===== config.mk =====
export PLATFORM = sky130hd
export DESIGN_NAME = mmu_top
export DESIGN_NICKNAME = d
export VERILOG_FILES = /design/src/inc/mmu_pkg.sv /design/src/hdl/mmu_top.sv /design/src/hdl/perm_check.sv /design/src/hdl/tlb_store.sv
export SDC_FILE = /design/constraint.sdc
export NUM_CORES = 2
export LEC_CHECK = 0
export BUFFER_PORTS_ARGS = -buffer_cell sky130_fd_sc_hd__buf_2
export CORE_MARGIN = 2
export CORE_UTILIZATION = 50
export CTS_CLUSTER_SIZE = 20
export DETAILED_ROUTE_END_ITERATION = 6
export PLACE_DENSITY = 0.76
export SYNTH_ARGS = -nofsm -noshare
export SYNTH_HDL_FRONTEND = slang
export SYNTH_SLANG_ARGS = --single-unit

===== constraint.sdc =====
create_clock -name SYS_CLK -period 8.26 [get_ports SYS_CLK]
set_input_delay 0.413 -clock SYS_CLK [delete_from_list [all_inputs] [get_ports SYS_CLK]]
set_output_delay 0.413 -clock SYS_CLK [all_outputs]
set_load 0.03 [all_outputs]

===== src/inc/mmu_pkg.sv =====
package mmu_pkg;
  localparam int TLB_DEPTH = 8;
  localparam int IDX_W     = 3;

  // Descriptor type encodings
  localparam logic [1:0] DESC_FAULT   = 2'h0;
  localparam logic [1:0] L1_COARSE    = 2'h1;
  localparam logic [1:0] L1_SECTION   = 2'h2;
  localparam logic [1:0] L2_LARGE     = 2'h1;
  localparam logic [1:0] L2_SMALL     = 2'h2;

  // Domain access values
  localparam logic [1:0] DOM_NONE     = 2'h0;
  localparam logic [1:0] DOM_CLIENT   = 2'h1;
  localparam logic [1:0] DOM_MANAGER  = 2'h3;

  // Access permission values
  localparam logic [1:0] AP_SYS       = 2'h0;
  localparam logic [1:0] AP_USER_RO   = 2'h2;

  // Fault status codes
  localparam logic [3:0] FS_TRANS_SEC  = 4'h5;
  localparam logic [3:0] FS_TRANS_PAGE = 4'h7;
  localparam logic [3:0] FS_DOM_SEC    = 4'h9;
  localparam logic [3:0] FS_DOM_PAGE   = 4'hb;
  localparam logic [3:0] FS_PERM_SEC   = 4'hd;
  localparam logic [3:0] FS_PERM_PAGE  = 4'hf;

  // Page size kinds held in a buffer entry
  localparam logic [1:0] SZ_SECTION   = 2'h0;
  localparam logic [1:0] SZ_LARGE     = 2'h1;
  localparam logic [1:0] SZ_SMALL     = 2'h2;

  // Register map of the plain register port
  localparam logic [3:0] REG_CTRL     = 4'h1;
  localparam logic [3:0] REG_TBASE    = 4'h2;
  localparam logic [3:0] REG_DOMAIN   = 4'h3;
  localparam logic [3:0] REG_FSTATUS  = 4'h5;
  localparam logic [3:0] REG_FADDR    = 4'h6;
  localparam logic [3:0] REG_FLUSH    = 4'h7;
  localparam logic [3:0] REG_FLUSH1   = 4'h8;

  localparam int CTRL_EN_BIT  = 0;
  localparam int CTRL_SYS_BIT = 8;
  localparam int CTRL_ROM_BIT = 9;
endpackage

===== src/hdl/mmu_top.sv =====
// Added by the designer: the placing of the registers and strobed register access.
`timescale 1ns/100ps
module mmu_top
  import mmu_pkg::*;
(
  input  wire logic        SYS_CLK,
  input  wire logic        RST_N,
  input  wire logic        REQ,
  input  wire logic [31:0] VA,
  input  wire logic        WRITE,
  input  wire logic        PRIV,
  input  wire logic        IFETCH,
  output logic             DONE,
  output logic             ABORT,
  output logic [31:0]      PA,
  output logic             MEM_RD,
  output logic [31:0]      MEM_ADDR,
  input  wire logic        MEM_ACK,
  input  wire logic [31:0] MEM_DATA,
  input  wire logic [3:0]  REG_ADDR,
  input  wire logic [31:0] REG_WDATA,
  input  wire logic        REG_WR,
  input  wire logic        REG_RD,
  output logic [31:0]      REG_RDATA
);
  typedef enum logic [2:0] {IDLE, LOOK, L1_WAIT, L2_WAIT, FILL} walk_e;

  typedef struct packed {
    walk_e       st;
    logic [31:0] va;
    logic        wr;
    logic        priv;
    logic        ifetch;
    logic [31:0] desc1;
    logic        done;
    logic        abort;
    logic [31:0] pa;
    logic        mem_rd;
    logic [31:0] mem_addr;
    logic [31:0] rdata;
    logic [10:0] ctrl;
    logic [17:0] tbase;
    logic [31:0] domain_ctl;
    logic [3:0]  fs_code;
    logic [3:0]  fs_dom;
    logic [31:0] fault_va;
  } state_s;

  state_s state_ff, nxt_state;

  // Descriptor layouts as fetched from the tables
  typedef struct packed {
    logic [11:0] base;
    logic [7:0]  must_be_zero_field;
    logic [1:0]  perm;
    logic        spare;
    logic [3:0]  domain;
    logic        impl;
    logic [1:0]  cb;
    logic [1:0]  kind;
  } sect_desc_s;

  typedef struct packed {
    logic [21:0] base;
    logic        spare;
    logic [3:0]  domain;
    logic [2:0]  impl;
    logic [1:0]  kind;
  } ptr_desc_s;

  typedef struct packed {
    logic [19:0] base;
    logic [7:0]  perm;
    logic [1:0]  cb;
    logic [1:0]  kind;
  } page_desc_s;

  logic        hit;
  logic [31:0] hit_pa;
  logic [1:0]  hit_size;
  logic [3:0]  hit_domain;
  logic [1:0]  hit_perm;
  logic        pfault;
  logic [3:0]  pcode;
  logic        fill;
  logic [1:0]  fill_size;
  logic [19:0] fill_pa;
  logic [3:0]  fill_domain;
  logic [7:0]  fill_perm;
  logic        flush_all;
  logic        flush_one;
  logic        mmu_on;
  sect_desc_s  sect_desc;
  ptr_desc_s   ptr_desc;
  ptr_desc_s   held_ptr;
  page_desc_s  page_desc;

  assign mmu_on    = state_ff.ctrl[CTRL_EN_BIT];
  assign flush_all = REG_WR && REG_ADDR == REG_FLUSH;
  assign flush_one = REG_WR && REG_ADDR == REG_FLUSH1;
  assign sect_desc = MEM_DATA;
  assign ptr_desc  = MEM_DATA;
  assign held_ptr  = state_ff.desc1;
  assign page_desc = MEM_DATA;

  tlb_store u_tlb (
    .SYS_CLK     (SYS_CLK),
    .RST_N       (RST_N),
    .look_va     (state_ff.va),
    .fill        (fill),
    .fill_va     (state_ff.va),
    .fill_size   (fill_size),
    .fill_pa     (fill_pa),
    .fill_domain (fill_domain),
    .fill_perm   (fill_perm),
    .flush_all   (flush_all),
    .flush_one   (flush_one),
    .flush_va    (REG_WDATA),
    .hit         (hit),
    .hit_pa      (hit_pa),
    .hit_size    (hit_size),
    .hit_domain  (hit_domain),
    .hit_perm    (hit_perm)
  );

  perm_check u_perm (
    .domain_ctl (state_ff.domain_ctl),
    .domain     (hit_domain),
    .perm       (hit_perm),
    .is_section (hit_size == SZ_SECTION),
    .priv       (state_ff.priv),
    .write      (state_ff.wr),
    .sys_bit    (state_ff.ctrl[CTRL_SYS_BIT]),
    .rom_bit    (state_ff.ctrl[CTRL_ROM_BIT]),
    .fault      (pfault),
    .fault_code (pcode)
  );

  // Fill data decoded from the fetched descriptors
  always_comb begin
    fill        = 1'b0;
    fill_size   = SZ_SMALL;
    fill_pa     = page_desc.base;
    fill_domain = held_ptr.domain;
    fill_perm   = page_desc.perm;
    if (state_ff.st == L1_WAIT && MEM_ACK && sect_desc.kind == L1_SECTION) begin
      fill        = 1'b1;
      fill_size   = SZ_SECTION;
      fill_pa     = {sect_desc.base, 8'h00};
      fill_domain = sect_desc.domain;
      fill_perm   = {6'h00, sect_desc.perm};
    end else if (state_ff.st == L2_WAIT && MEM_ACK &&
                 (page_desc.kind == L2_LARGE || page_desc.kind == L2_SMALL)) begin
      fill      = 1'b1;
      fill_size = page_desc.kind == L2_LARGE ? SZ_LARGE : SZ_SMALL;
    end
  end

  always_comb begin
    nxt_state        = state_ff;
    nxt_state.done   = 1'b0;
    nxt_state.abort  = 1'b0;
    nxt_state.rdata  = 32'h0;
    if (REG_WR) begin
      case (REG_ADDR)
        REG_CTRL:   nxt_state.ctrl       = REG_WDATA[10:0];
        REG_TBASE:  nxt_state.tbase      = REG_WDATA[31:14];
        REG_DOMAIN: nxt_state.domain_ctl = REG_WDATA;
        default:    nxt_state.ctrl       = state_ff.ctrl;
      endcase
    end
    if (REG_RD) begin
      case (REG_ADDR)
        REG_CTRL:    nxt_state.rdata = {21'h0, state_ff.ctrl};
        REG_TBASE:   nxt_state.rdata = {state_ff.tbase, 14'h0};
        REG_DOMAIN:  nxt_state.rdata = state_ff.domain_ctl;
        REG_FSTATUS: nxt_state.rdata = {24'h0, state_ff.fs_dom, state_ff.fs_code};
        REG_FADDR:   nxt_state.rdata = state_ff.fault_va;
        default:     nxt_state.rdata = 32'h0;
      endcase
    end
    case (state_ff.st)
      IDLE: begin
        if (REQ) begin
          nxt_state.va     = VA;
          nxt_state.wr     = WRITE;
          nxt_state.priv   = PRIV;
          nxt_state.ifetch = IFETCH;
          if (!mmu_on) begin
            nxt_state.done = 1'b1;
            nxt_state.pa   = VA;
          end else begin
            nxt_state.st = LOOK;
          end
        end
      end
      LOOK: begin
        if (hit) begin
          nxt_state.st   = IDLE;
          nxt_state.done = 1'b1;
          if (pfault) begin
            nxt_state.abort = 1'b1;
            nxt_state.pa    = 32'h0;
            if (!state_ff.ifetch) begin
              nxt_state.fs_code  = pcode;
              nxt_state.fs_dom   = hit_domain;
              nxt_state.fault_va = state_ff.va;
            end
          end else begin
            nxt_state.pa = hit_pa;
          end
        end else begin
          nxt_state.st       = L1_WAIT;
          nxt_state.mem_rd   = 1'b1;
          nxt_state.mem_addr = {state_ff.tbase, state_ff.va[31:20], 2'b00};
        end
      end
      L1_WAIT: begin
        if (MEM_ACK) begin
          nxt_state.mem_rd = 1'b0;
          nxt_state.desc1  = MEM_DATA;
          case (sect_desc.kind)
            L1_SECTION: nxt_state.st = FILL;
            L1_COARSE: begin
              nxt_state.st       = L2_WAIT;
              nxt_state.mem_rd   = 1'b1;
              nxt_state.mem_addr = {ptr_desc.base, state_ff.va[19:12], 2'b00};
            end
            default: begin
              nxt_state.st    = IDLE;
              nxt_state.done  = 1'b1;
              nxt_state.abort = 1'b1;
              nxt_state.pa    = 32'h0;
              if (!state_ff.ifetch) begin
                nxt_state.fs_code  = FS_TRANS_SEC;
                nxt_state.fs_dom   = 4'h0;
                nxt_state.fault_va = state_ff.va;
              end
            end
          endcase
        end
      end
      L2_WAIT: begin
        if (MEM_ACK) begin
          nxt_state.mem_rd = 1'b0;
          if (fill) begin
            nxt_state.st = FILL;
          end else begin
            nxt_state.st    = IDLE;
            nxt_state.done  = 1'b1;
            nxt_state.abort = 1'b1;
            nxt_state.pa    = 32'h0;
            if (!state_ff.ifetch) begin
              nxt_state.fs_code  = FS_TRANS_PAGE;
              nxt_state.fs_dom   = held_ptr.domain;
              nxt_state.fault_va = state_ff.va;
            end
          end
        end
      end
      FILL: begin
        // Entry is installed; rerun lookup for the permission check
        nxt_state.st = LOOK;
      end
      default: nxt_state.st = IDLE;
    endcase
  end

  always_ff @(posedge SYS_CLK or negedge RST_N) begin
    if (!RST_N) begin
      state_ff    <= '0;
      state_ff.st <= IDLE;
    end else begin
      state_ff <= nxt_state;
    end
  end

  assign DONE      = state_ff.done;
  assign ABORT     = state_ff.abort;
  assign PA        = state_ff.pa;
  assign MEM_RD    = state_ff.mem_rd;
  assign MEM_ADDR  = state_ff.mem_addr;
  assign REG_RDATA = state_ff.rdata;
endmodule // mmu_top


===== src/hdl/perm_check.sv =====
`timescale 1ns/100ps
// Combinational domain and access-permission check
module perm_check
  import mmu_pkg::*;
(
  input  wire logic [31:0] domain_ctl,
  input  wire logic [3:0]  domain,
  input  wire logic [1:0]  perm,
  input  wire logic        is_section,
  input  wire logic        priv,
  input  wire logic        write,
  input  wire logic        sys_bit,
  input  wire logic        rom_bit,
  output logic             fault,
  output logic [3:0]       fault_code
);
  logic [1:0] dom_val;
  logic       perm_ok;

  always_comb begin
    dom_val = domain_ctl[{domain, 1'b0} +: 2];
    case (perm)
      AP_SYS:     perm_ok = !write && ((sys_bit && priv) || rom_bit);
      2'h1:       perm_ok = priv;
      AP_USER_RO: perm_ok = priv || !write;
      default:    perm_ok = 1'b1;
    endcase
    fault      = 1'b0;
    fault_code = 4'h0;
    if (dom_val == DOM_NONE || dom_val == 2'h2) begin
      fault      = 1'b1;
      fault_code = is_section ? FS_DOM_SEC : FS_DOM_PAGE;
    end else if (dom_val == DOM_CLIENT && !perm_ok) begin
      fault      = 1'b1;
      fault_code = is_section ? FS_PERM_SEC : FS_PERM_PAGE;
    end
  end
endmodule // perm_check


===== src/hdl/tlb_store.sv =====
`timescale 1ns/100ps
// Fully associative translation buffer, round-robin replacement
module tlb_store
  import mmu_pkg::*;
(
  input  wire logic        SYS_CLK,
  input  wire logic        RST_N,
  input  wire logic [31:0] look_va,
  input  wire logic        fill,
  input  wire logic [31:0] fill_va,
  input  wire logic [1:0]  fill_size,
  input  wire logic [19:0] fill_pa,
  input  wire logic [3:0]  fill_domain,
  input  wire logic [7:0]  fill_perm,
  input  wire logic        flush_all,
  input  wire logic        flush_one,
  input  wire logic [31:0] flush_va,
  output logic             hit,
  output logic [31:0]      hit_pa,
  output logic [1:0]       hit_size,
  output logic [3:0]       hit_domain,
  output logic [1:0]       hit_perm
);
  typedef struct packed {
    logic        valid;
    logic [1:0]  size;
    logic [19:0] vtag;
    logic [19:0] pa;
    logic [3:0]  domain;
    logic [7:0]  perm;
  } entry_s;

  typedef struct packed {
    entry_s [TLB_DEPTH-1:0] ent;
    logic [IDX_W-1:0]       victim;
  } state_s;

  state_s state_ff, nxt_state;
  logic [TLB_DEPTH-1:0] match;
  logic [TLB_DEPTH-1:0] fmatch;

  function automatic logic covers(entry_s e, logic [31:0] va);
    case (e.size)
      SZ_SECTION: covers = e.vtag[19:8] == va[31:20];
      SZ_LARGE:   covers = e.vtag[19:4] == va[31:16];
      default:    covers = e.vtag == va[31:12];
    endcase
  endfunction

  genvar g;
  generate
    for (g = 0; g < TLB_DEPTH; g++) begin : g_cmp
      assign match[g]  = state_ff.ent[g].valid && covers(state_ff.ent[g], look_va);
      assign fmatch[g] = state_ff.ent[g].valid && covers(state_ff.ent[g], flush_va);
    end
  endgenerate

  always_comb begin
    entry_s e;
    e          = '0;
    hit        = |match;
    for (int i = 0; i < TLB_DEPTH; i++) begin
      if (match[i]) begin
        e = state_ff.ent[i];
      end
    end
    hit_size   = e.size;
    hit_domain = e.domain;
    // Sub-page permission: 1kB in small pages, 16kB in large pages
    case (e.size)
      SZ_SECTION: begin
        hit_perm = e.perm[1:0];
        hit_pa   = {e.pa[19:8], look_va[19:0]};
      end
      SZ_LARGE: begin
        hit_perm = e.perm[{look_va[15:14], 1'b0} +: 2];
        hit_pa   = {e.pa[19:4], look_va[15:0]};
      end
      default: begin
        hit_perm = e.perm[{look_va[11:10], 1'b0} +: 2];
        hit_pa   = {e.pa, look_va[11:0]};
      end
    endcase
  end

  always_comb begin
    nxt_state = state_ff;
    if (flush_all) begin
      for (int i = 0; i < TLB_DEPTH; i++) begin
        nxt_state.ent[i].valid = 1'b0;
      end
    end else if (flush_one) begin
      for (int i = 0; i < TLB_DEPTH; i++) begin
        if (fmatch[i]) begin
          nxt_state.ent[i].valid = 1'b0;
        end
      end
    end else if (fill) begin
      // One entry per section or large page
      nxt_state.ent[state_ff.victim] = '{1'b1, fill_size, fill_va[31:12], fill_pa, fill_domain, fill_perm};
      nxt_state.victim               = state_ff.victim + 1'b1;
    end
  end

  always_ff @(posedge SYS_CLK or negedge RST_N) begin
    if (!RST_N) begin
      state_ff <= '0;
    end else begin
      state_ff <= nxt_state;
    end
  end
endmodule // tlb_store


# ---- After elaboration in Yosys (flattened, before gate mapping)
# Index checks and enable logic that the tools add are counted.
dict set report word_totals {
  regBits 690
  input_bits 109
  elab_cells 347
  out_inout_bits 99
}
dict set report classes {
  n_shift 3
  reduce_logical 69
  addsub 1
  n_lt_le_gt_ge 2
  n_mux 107
  n_eq_ne 96
  bitwise 2
}
# operator count
set op_table {}
lappend op_table {{two-way mux 443 bit} 1}
lappend op_table {{bitwise mux 440 bit} 1}
lappend op_table {{two-way mux 54 bit} 8}
lappend op_table {{two-way mux 40 bit} 9}
lappend op_table {{== test 20 bit} 16}
lappend op_table {{== test 16 bit} 16}
lappend op_table {{== test 12 bit} 16}
lappend op_table {{demux 55 bit (select 3 bit)} 1}
lappend op_table {{case mux 32 bit (5 select lines)} 1}
lappend op_table {{two-way mux 32 bit} 4}
lappend op_table {{case mux 32 bit (4 select lines)} 1}
lappend op_table {{case mux 40 bit (3 select lines)} 1}
lappend op_table {{two-way mux 34 bit} 3}
lappend op_table {{two-way mux 67 bit} 1}
lappend op_table {{two-way mux 33 bit} 2}
lappend op_table {{case mux 32 bit (2 select lines)} 1}
lappend op_table {{two-way mux 55 bit} 1}
lappend op_table {{case mux 20 bit (2 select lines)} 1}
lappend op_table {{two-way mux 38 bit} 1}
lappend op_table {{two-way mux 35 bit} 1}
lappend op_table {{case mux 1 bit (2 select lines)} 16}
lappend op_table {{indexed part select 32 x 6 -> 2 bit} 1}
lappend op_table {{two-way mux 1 bit} 31}
lappend op_table {{logical AND 1 bit} 26}
lappend op_table {{40 further kinds} 120}

# ---- Depth between registers and ports, before layout
dict set report logic_depth {
  ltp_word 23
  depth_mapped 20
  mapped_depth_nobuf 15
}

# ---- By module
# A second synthesis with hierarchy kept.
dict set report unflattened {
  cells_unflattened 2891
  area_unflattened_um2 35047.4
}
# module cells_each seq_area_each_um2 instances area_per_inst_um2
set modules_own_cells {}
lappend modules_own_cells {tlb_store 1953 11085.6 1 23512.6}
lappend modules_own_cells {mmu_top 906 6005.8 1 11193.2}
lappend modules_own_cells {perm_check 32 0.0 1 341.6}

# ---- Least setup slack after synthesis
# OpenSTA, ideal clock, no wires.
dict set report synth_timing {
  path_kind {register -> register}
  start {register state_ff[261] (netlist name)}
  end {register state_ff[12] (netlist name)}
  period_less_slack_ps 4786
  stages_incl_launch_ff 18
  setup_slack_ps 3474
  t_arrival_ps 4658
  path_cell_list {dfrtp_1 buf_2 xnor2_1 nand4_1 or4_1 o311a_1 o31ai_1 a211oi_1 o22ai_1 mux2_2 a32oi_1 or4b_1 a21o_1 a211oi_2 o21ai_1 a21boi_4 buf_6 mux2_1}
}
dict set report synth_between {
  elab_chain_cells 21
}
# element line
set synth_lines {}
lappend synth_lines {{from (decl)} mmu_top.sv:49} ;# state_s state_ff, nxt_state;
lappend synth_lines {{from (signal assigned)} mmu_top.sv:274} ;# state_ff <= nxt_state;
lappend synth_lines {{== test 20 bit, or another cell as far along} tlb_store.sv:46} ;# default: covers = e.vtag == va[31:12];
lappend synth_lines {{case mux 1 bit (2 select lines)} tlb_store.sv:43} ;# case (e.size)
lappend synth_lines {{logical AND 1 bit} tlb_store.sv:53} ;# assign match[g] = state_ff.ent[g].valid && covers(state_ff.ent[g], look_va);
lappend synth_lines {{two-way mux 54 bit (8 in series)} tlb_store.sv:63} ;# if (match[i]) begin
lappend synth_lines {{indexed part select 8 x 4 -> 2 bit, or another cell as far along} tlb_store.sv:80} ;# hit_perm = e.perm[{look_va[11:10], 1'b0} +: 2];
lappend synth_lines {{case mux 2 bit (2 select lines)} tlb_store.sv:70} ;# case (e.size)
lappend synth_lines {{== test 2 bit, or another cell as far along} perm_check.sv:22} ;# case (perm)
lappend synth_lines {{case mux 1 bit (3 select lines)} perm_check.sv:22}
lappend synth_lines {{zero test 1 bit} perm_check.sv:33} ;# end else if (dom_val == DOM_CLIENT && !perm_ok) begin
lappend synth_lines {{logical AND 1 bit} perm_check.sv:33}
lappend synth_lines {{two-way mux 1 bit} perm_check.sv:33}
lappend synth_lines {{two-way mux 1 bit} perm_check.sv:30} ;# if (dom_val == DOM_NONE || dom_val == 2'h2) begin
lappend synth_lines {{inequality test 2 bit (no source line)} n/a}
lappend synth_lines {{AND reduction 10 bit (no source line) *} n/a}
# Every way passes the cells marked *; elsewhere a longest branch is shown, timed or not.
# A chain may end at the register's enable or synchronous reset.

# ---- Worst setup path after layout
dict set report layout_timing {
  start {register state_ff[266] (netlist name)}
  end {register state_ff[22] (netlist name)}
}
# The elaborated chain is that of the path after synthesis.

==> results_dict.tcl <==
set metrics [dict create \
    finalSetupViolCount 0 \
    hp-class "in -> reg" \
    worstSkewPairLatency_ps 630 \
    critical_path_required_ps 8760 \
    dpl.hpwl_mm 67.36 \
    nFillCells 5705 \
    pwr_density_cell_mw_per_mm2 288.0 \
    max_slew_margin_pct 20.31 \
    fmax_ghz 0.1466 \
    p_leak_nw 17.82 \
    drv_cap 0 \
    fin_crit_ps 6822 \
    critPathLaunchType "flop" \
    path_clk_slew_ps 60 \
    nNetsFinal 3666 \
    portBuffers 203 \
    p_sw_share_pct 36.22 \
    final_cell_mix "nand2_1, dfrtp_1, o21ai_0" \
    met2_length_mm 45.40 \
    regToRegSetupSlack_ps 1440 \
    synth_cells 3565 \
    peakVddDrop_v 0.0001805 \
    r2r_start "state_ff[266]$_DFFE_PN0P_" \
    vias 26890 \
    place.gp.congestion 0.9317 \
    clk_path_buf_depth 3 \
    viasPerCell 6.004 \
    power.total_w 0.01079 \
    routed.top_layer "met5" \
    die_h_um 265.5 \
    async_reset_ff_share_pct 100.0 \
    ioPinCount 208 \
    skew_ps 24.35 \
    ys_types 72 \
    slew_viol_final 0 \
    r2r.worst_path.cells 18 \
    htreeDepth 3 \
    cts_root_buf "clkbuf_16" \
    layout_commonest_cell "nand2_1" \
    m1WireLength_mm 42.50 \
    met3_length_mm 10.34 \
    drive_above_1_share_pct 17.17 \
    postCtsResizedCells 0 \
    synth-edff-count 0 \
    p_clk_share_pct 29.2 \
    dieArea_mm2 0.07047 \
    dr.first_iter.drc_count 3359 \
    intPower_w 0.006884 \
    final_antenna_net_count 0 \
    wire_per_inst_um 22.80 \
    syn_avg_cell_area_um2 9.588 \
    grt_pass1_wl_mm 155.4 \
    routed_wl_mm 102.1 \
    grt_pass1_vias 25820 \
    numClockSinks 683 \
    worst_pin_slew_ps 1192 \
    grt.overflow.total 0 \
    reg2reg_to "state_ff[22]$_DFFE_PN0P_" \
    path_buf_inv 3 \
    crit_arrival_ps 7320 \
    hold_path_depth 3 \
    cts_tree "built" \
    die_w_um 265.5 \
    yosys_warnings 0 \
    ys_seq_area_share_pct 50.00 \
    crit_type "reg -> reg" \
    whs_endpoint "state_ff[252]$_DFFE_PN0P_" \
    cts_buffers 68 \
    fin_setup_tns_ps 0 \
    cpMaxStageDelayCell "nor4_1" \
    ys_seq_elements 683 \
    critPathMaxFanout 24 \
    power.switching_w 0.003909 \
    path_cells "buf_4 > xnor2_1 > nand3_1 > nor4_1 > a32oi_2 > buf_4 > or3_1 > o2111a_1 > a2111o_1 > mux2i_1 > o221a_2 > or4b_1 > a21o_1 > a211oi_2 > o21ai_1 > a21boi_4 > buf_12 > mux2_1" \
    syn_area_mm2 0.03418 \
    min_from "VA[17]" \
    path_common_cell "buf_4" \
    placementRows 95 \
    worstSetupEndpointType "flop" \
    rsz0062_at_grt "false" \
    combPwrFrac_pct 27.5 \
    drc 0 \
    core_mm2 0.06740 \
    grt_use_total_pct 28.81 \
    outcome "complete, no violations" \
    period_share_pct 82.59 \
    synth-main-ff-cell "dfrtp_1" \
    start_util_pct 50.72 \
    grt_max_degree 193 \
    dr.pass1.iters 5 \
    seqPwrFrac_pct 43.3 \
    hold_violations 0 \
    antenna_found_initial 6 \
    cp_top_family "compound AO/OA/AOI/OAI gates" \
    critPathMaxStageDelay_ps 940 \
    syn2layout_area_growth_pct 9.638 \
    startpoint "state_ff[266]$_DFFE_PN0P_" \
]
[final cells by class]
class / instances / area (µm²) / share of cell area, %
well taps: 873 / 1092 / 2.915
diodes: 1 / 2.502 / 0.006677
flip-flops and latches: 683 / 17090 / 45.61
multi-input cells: 2490 / 15270 / 40.74
repair buffers: 280 / 1664 / 4.440
clock inverters: 19 / 178.9 / 0.4774
inverters: 29 / 108.9 / 0.2905
clock buffers: 104 / 2071 / 5.526
[logic make-up after synthesis]
kind of cell | share of synthesized area [%]
flip-flops | 50.00
AO/OA/AOI/OAI | 10.85
adder cells (fa/ha/maj) | 0.1830
other | 0.01097
multiplexers | 9.902
XOR/XNOR | 8.225
AND/OR/NAND/NOR | 15.22
buffers and inverters | 5.600
[synthesized netlist by cell type, drive strengths merged, types with 10 or more instances]
master / n / area share, %
nand2: 877 / 9.6
dfrtp: 683 / 50
o21ai: 307 / 4.5
xnor2: 262 / 6.7
mux2: 241 / 7.9
clkbuf: 204 / 2.3
buf: 160 / 3.0
nor2: 153 / 1.7
a21oi: 97 / 1.4
nand4: 68 / 1.2
mux2i: 67 / 2.0
xor2: 59 / 1.5
o221ai: 41 / 1.1
nand3: 36 / 0.53
nor3: 34 / 0.50
inv: 29 / 0.32
nor4: 25 / 0.50
a22oi: 23 / 0.51
o311ai: 22 / 0.56
a222oi: 18 / 0.53
and3: 13 / 0.24
a211oi: 10 / 0.23
nand2b: 10 / 0.18
o22ai: 10 / 0.18
or3: 10 / 0.18
[power by group through the flow]
| stage | Clock (W) | Combinational, W | Sequential, W |
|---|---|---|---|
| CTS | 0.00316 | 0.00295 | 0.00464 |
| floorplan | 0 | 0.00240 | 0.00431 |
| global route | 0.00331 | 0.00322 | 0.00472 |
| finish | 0.00315 | 0.00297 | 0.00467 |
| detailed placement | 0 | 0.00292 | 0.00469 |
| global placement | 0 | 0.00284 | 0.00466 |
[metal layers]
layer  global-route usage (%)  up-vias
li1                         -    11970
met1                    40.23    13340
met2                    43.63     1360
met3                    6.508      215
met4                    11.47        4
met5                        0        -
[how the worst max path moves through the flow]
stage	cells after the start	end	slack [ps]
after floorplan	17	state_ff[12]$_DFFE_PN0P_	3470
after global placement	18	state_ff[29]$_DFFE_PN0P_	1710
after detailed placement	18	state_ff[17]$_DFFE_PN0P_	1610
after CTS	18	state_ff[17]$_DFFE_PN0P_	1560
after global routing	18	state_ff[17]$_DFFE_PN0P_	1180
final	18	state_ff[22]$_DFFE_PN0P_	1440
[registers in the layout (all words and copies together), names as in the netlist]
| name | count |
|---|---|
| ABORT | 1 |
| DONE | 1 |
| MEM_ADDR | 30 |
| MEM_RD | 1 |
| PA | 32 |
| REG_RDATA | 32 |
| held_ptr | 4 |
| mmu_on | 1 |
| state_ff | 138 |
| u_tlb.state_ff | 443 |
[worst reg2reg max path, stage by stage, from the launching register on]
cell and delay [ps]:
dfrtp_1 820, buf_4 300, xnor2_1 130, nand3_1 110
nor4_1 940, a32oi_2 100, buf_4 300, or3_1 440
o2111a_1 280, a2111o_1 390, mux2i_1 160, o221a_2 330
or4b_1 500, a21o_1 230, a211oi_2 300, o21ai_1 150
a21boi_4 570, buf_12 280, mux2_1 380
[repair_timing]
| item | CTS | global route |
|---|---|---|
| buffers inserted | 0 | 0 |
| hold endpoints to repair | 130 | 0 |
| hold buffers | 9 | 0 |
[stage by stage]
step | cell area (µm²) | hold slack [ps] | utilization (%) | setup slack (ps) | cells
final | 37480 | 23.83 | 55.61 | 1438 | 4479
after global routing | 37480 | 27.38 | 55.61 | 1182 | 4479
after CTS | 37470 | 3.069 | 55.60 | 1565 | 4478
after detailed placement | 35130 | 456.9 | 52.13 | 1607 | 4346
after global placement | 35130 | 452.9 | 52.13 | 1709 | 4346
after floorplan | 34190 | 117.4 | - | 3474 | 3566
(Power assumes the default switching activity.)
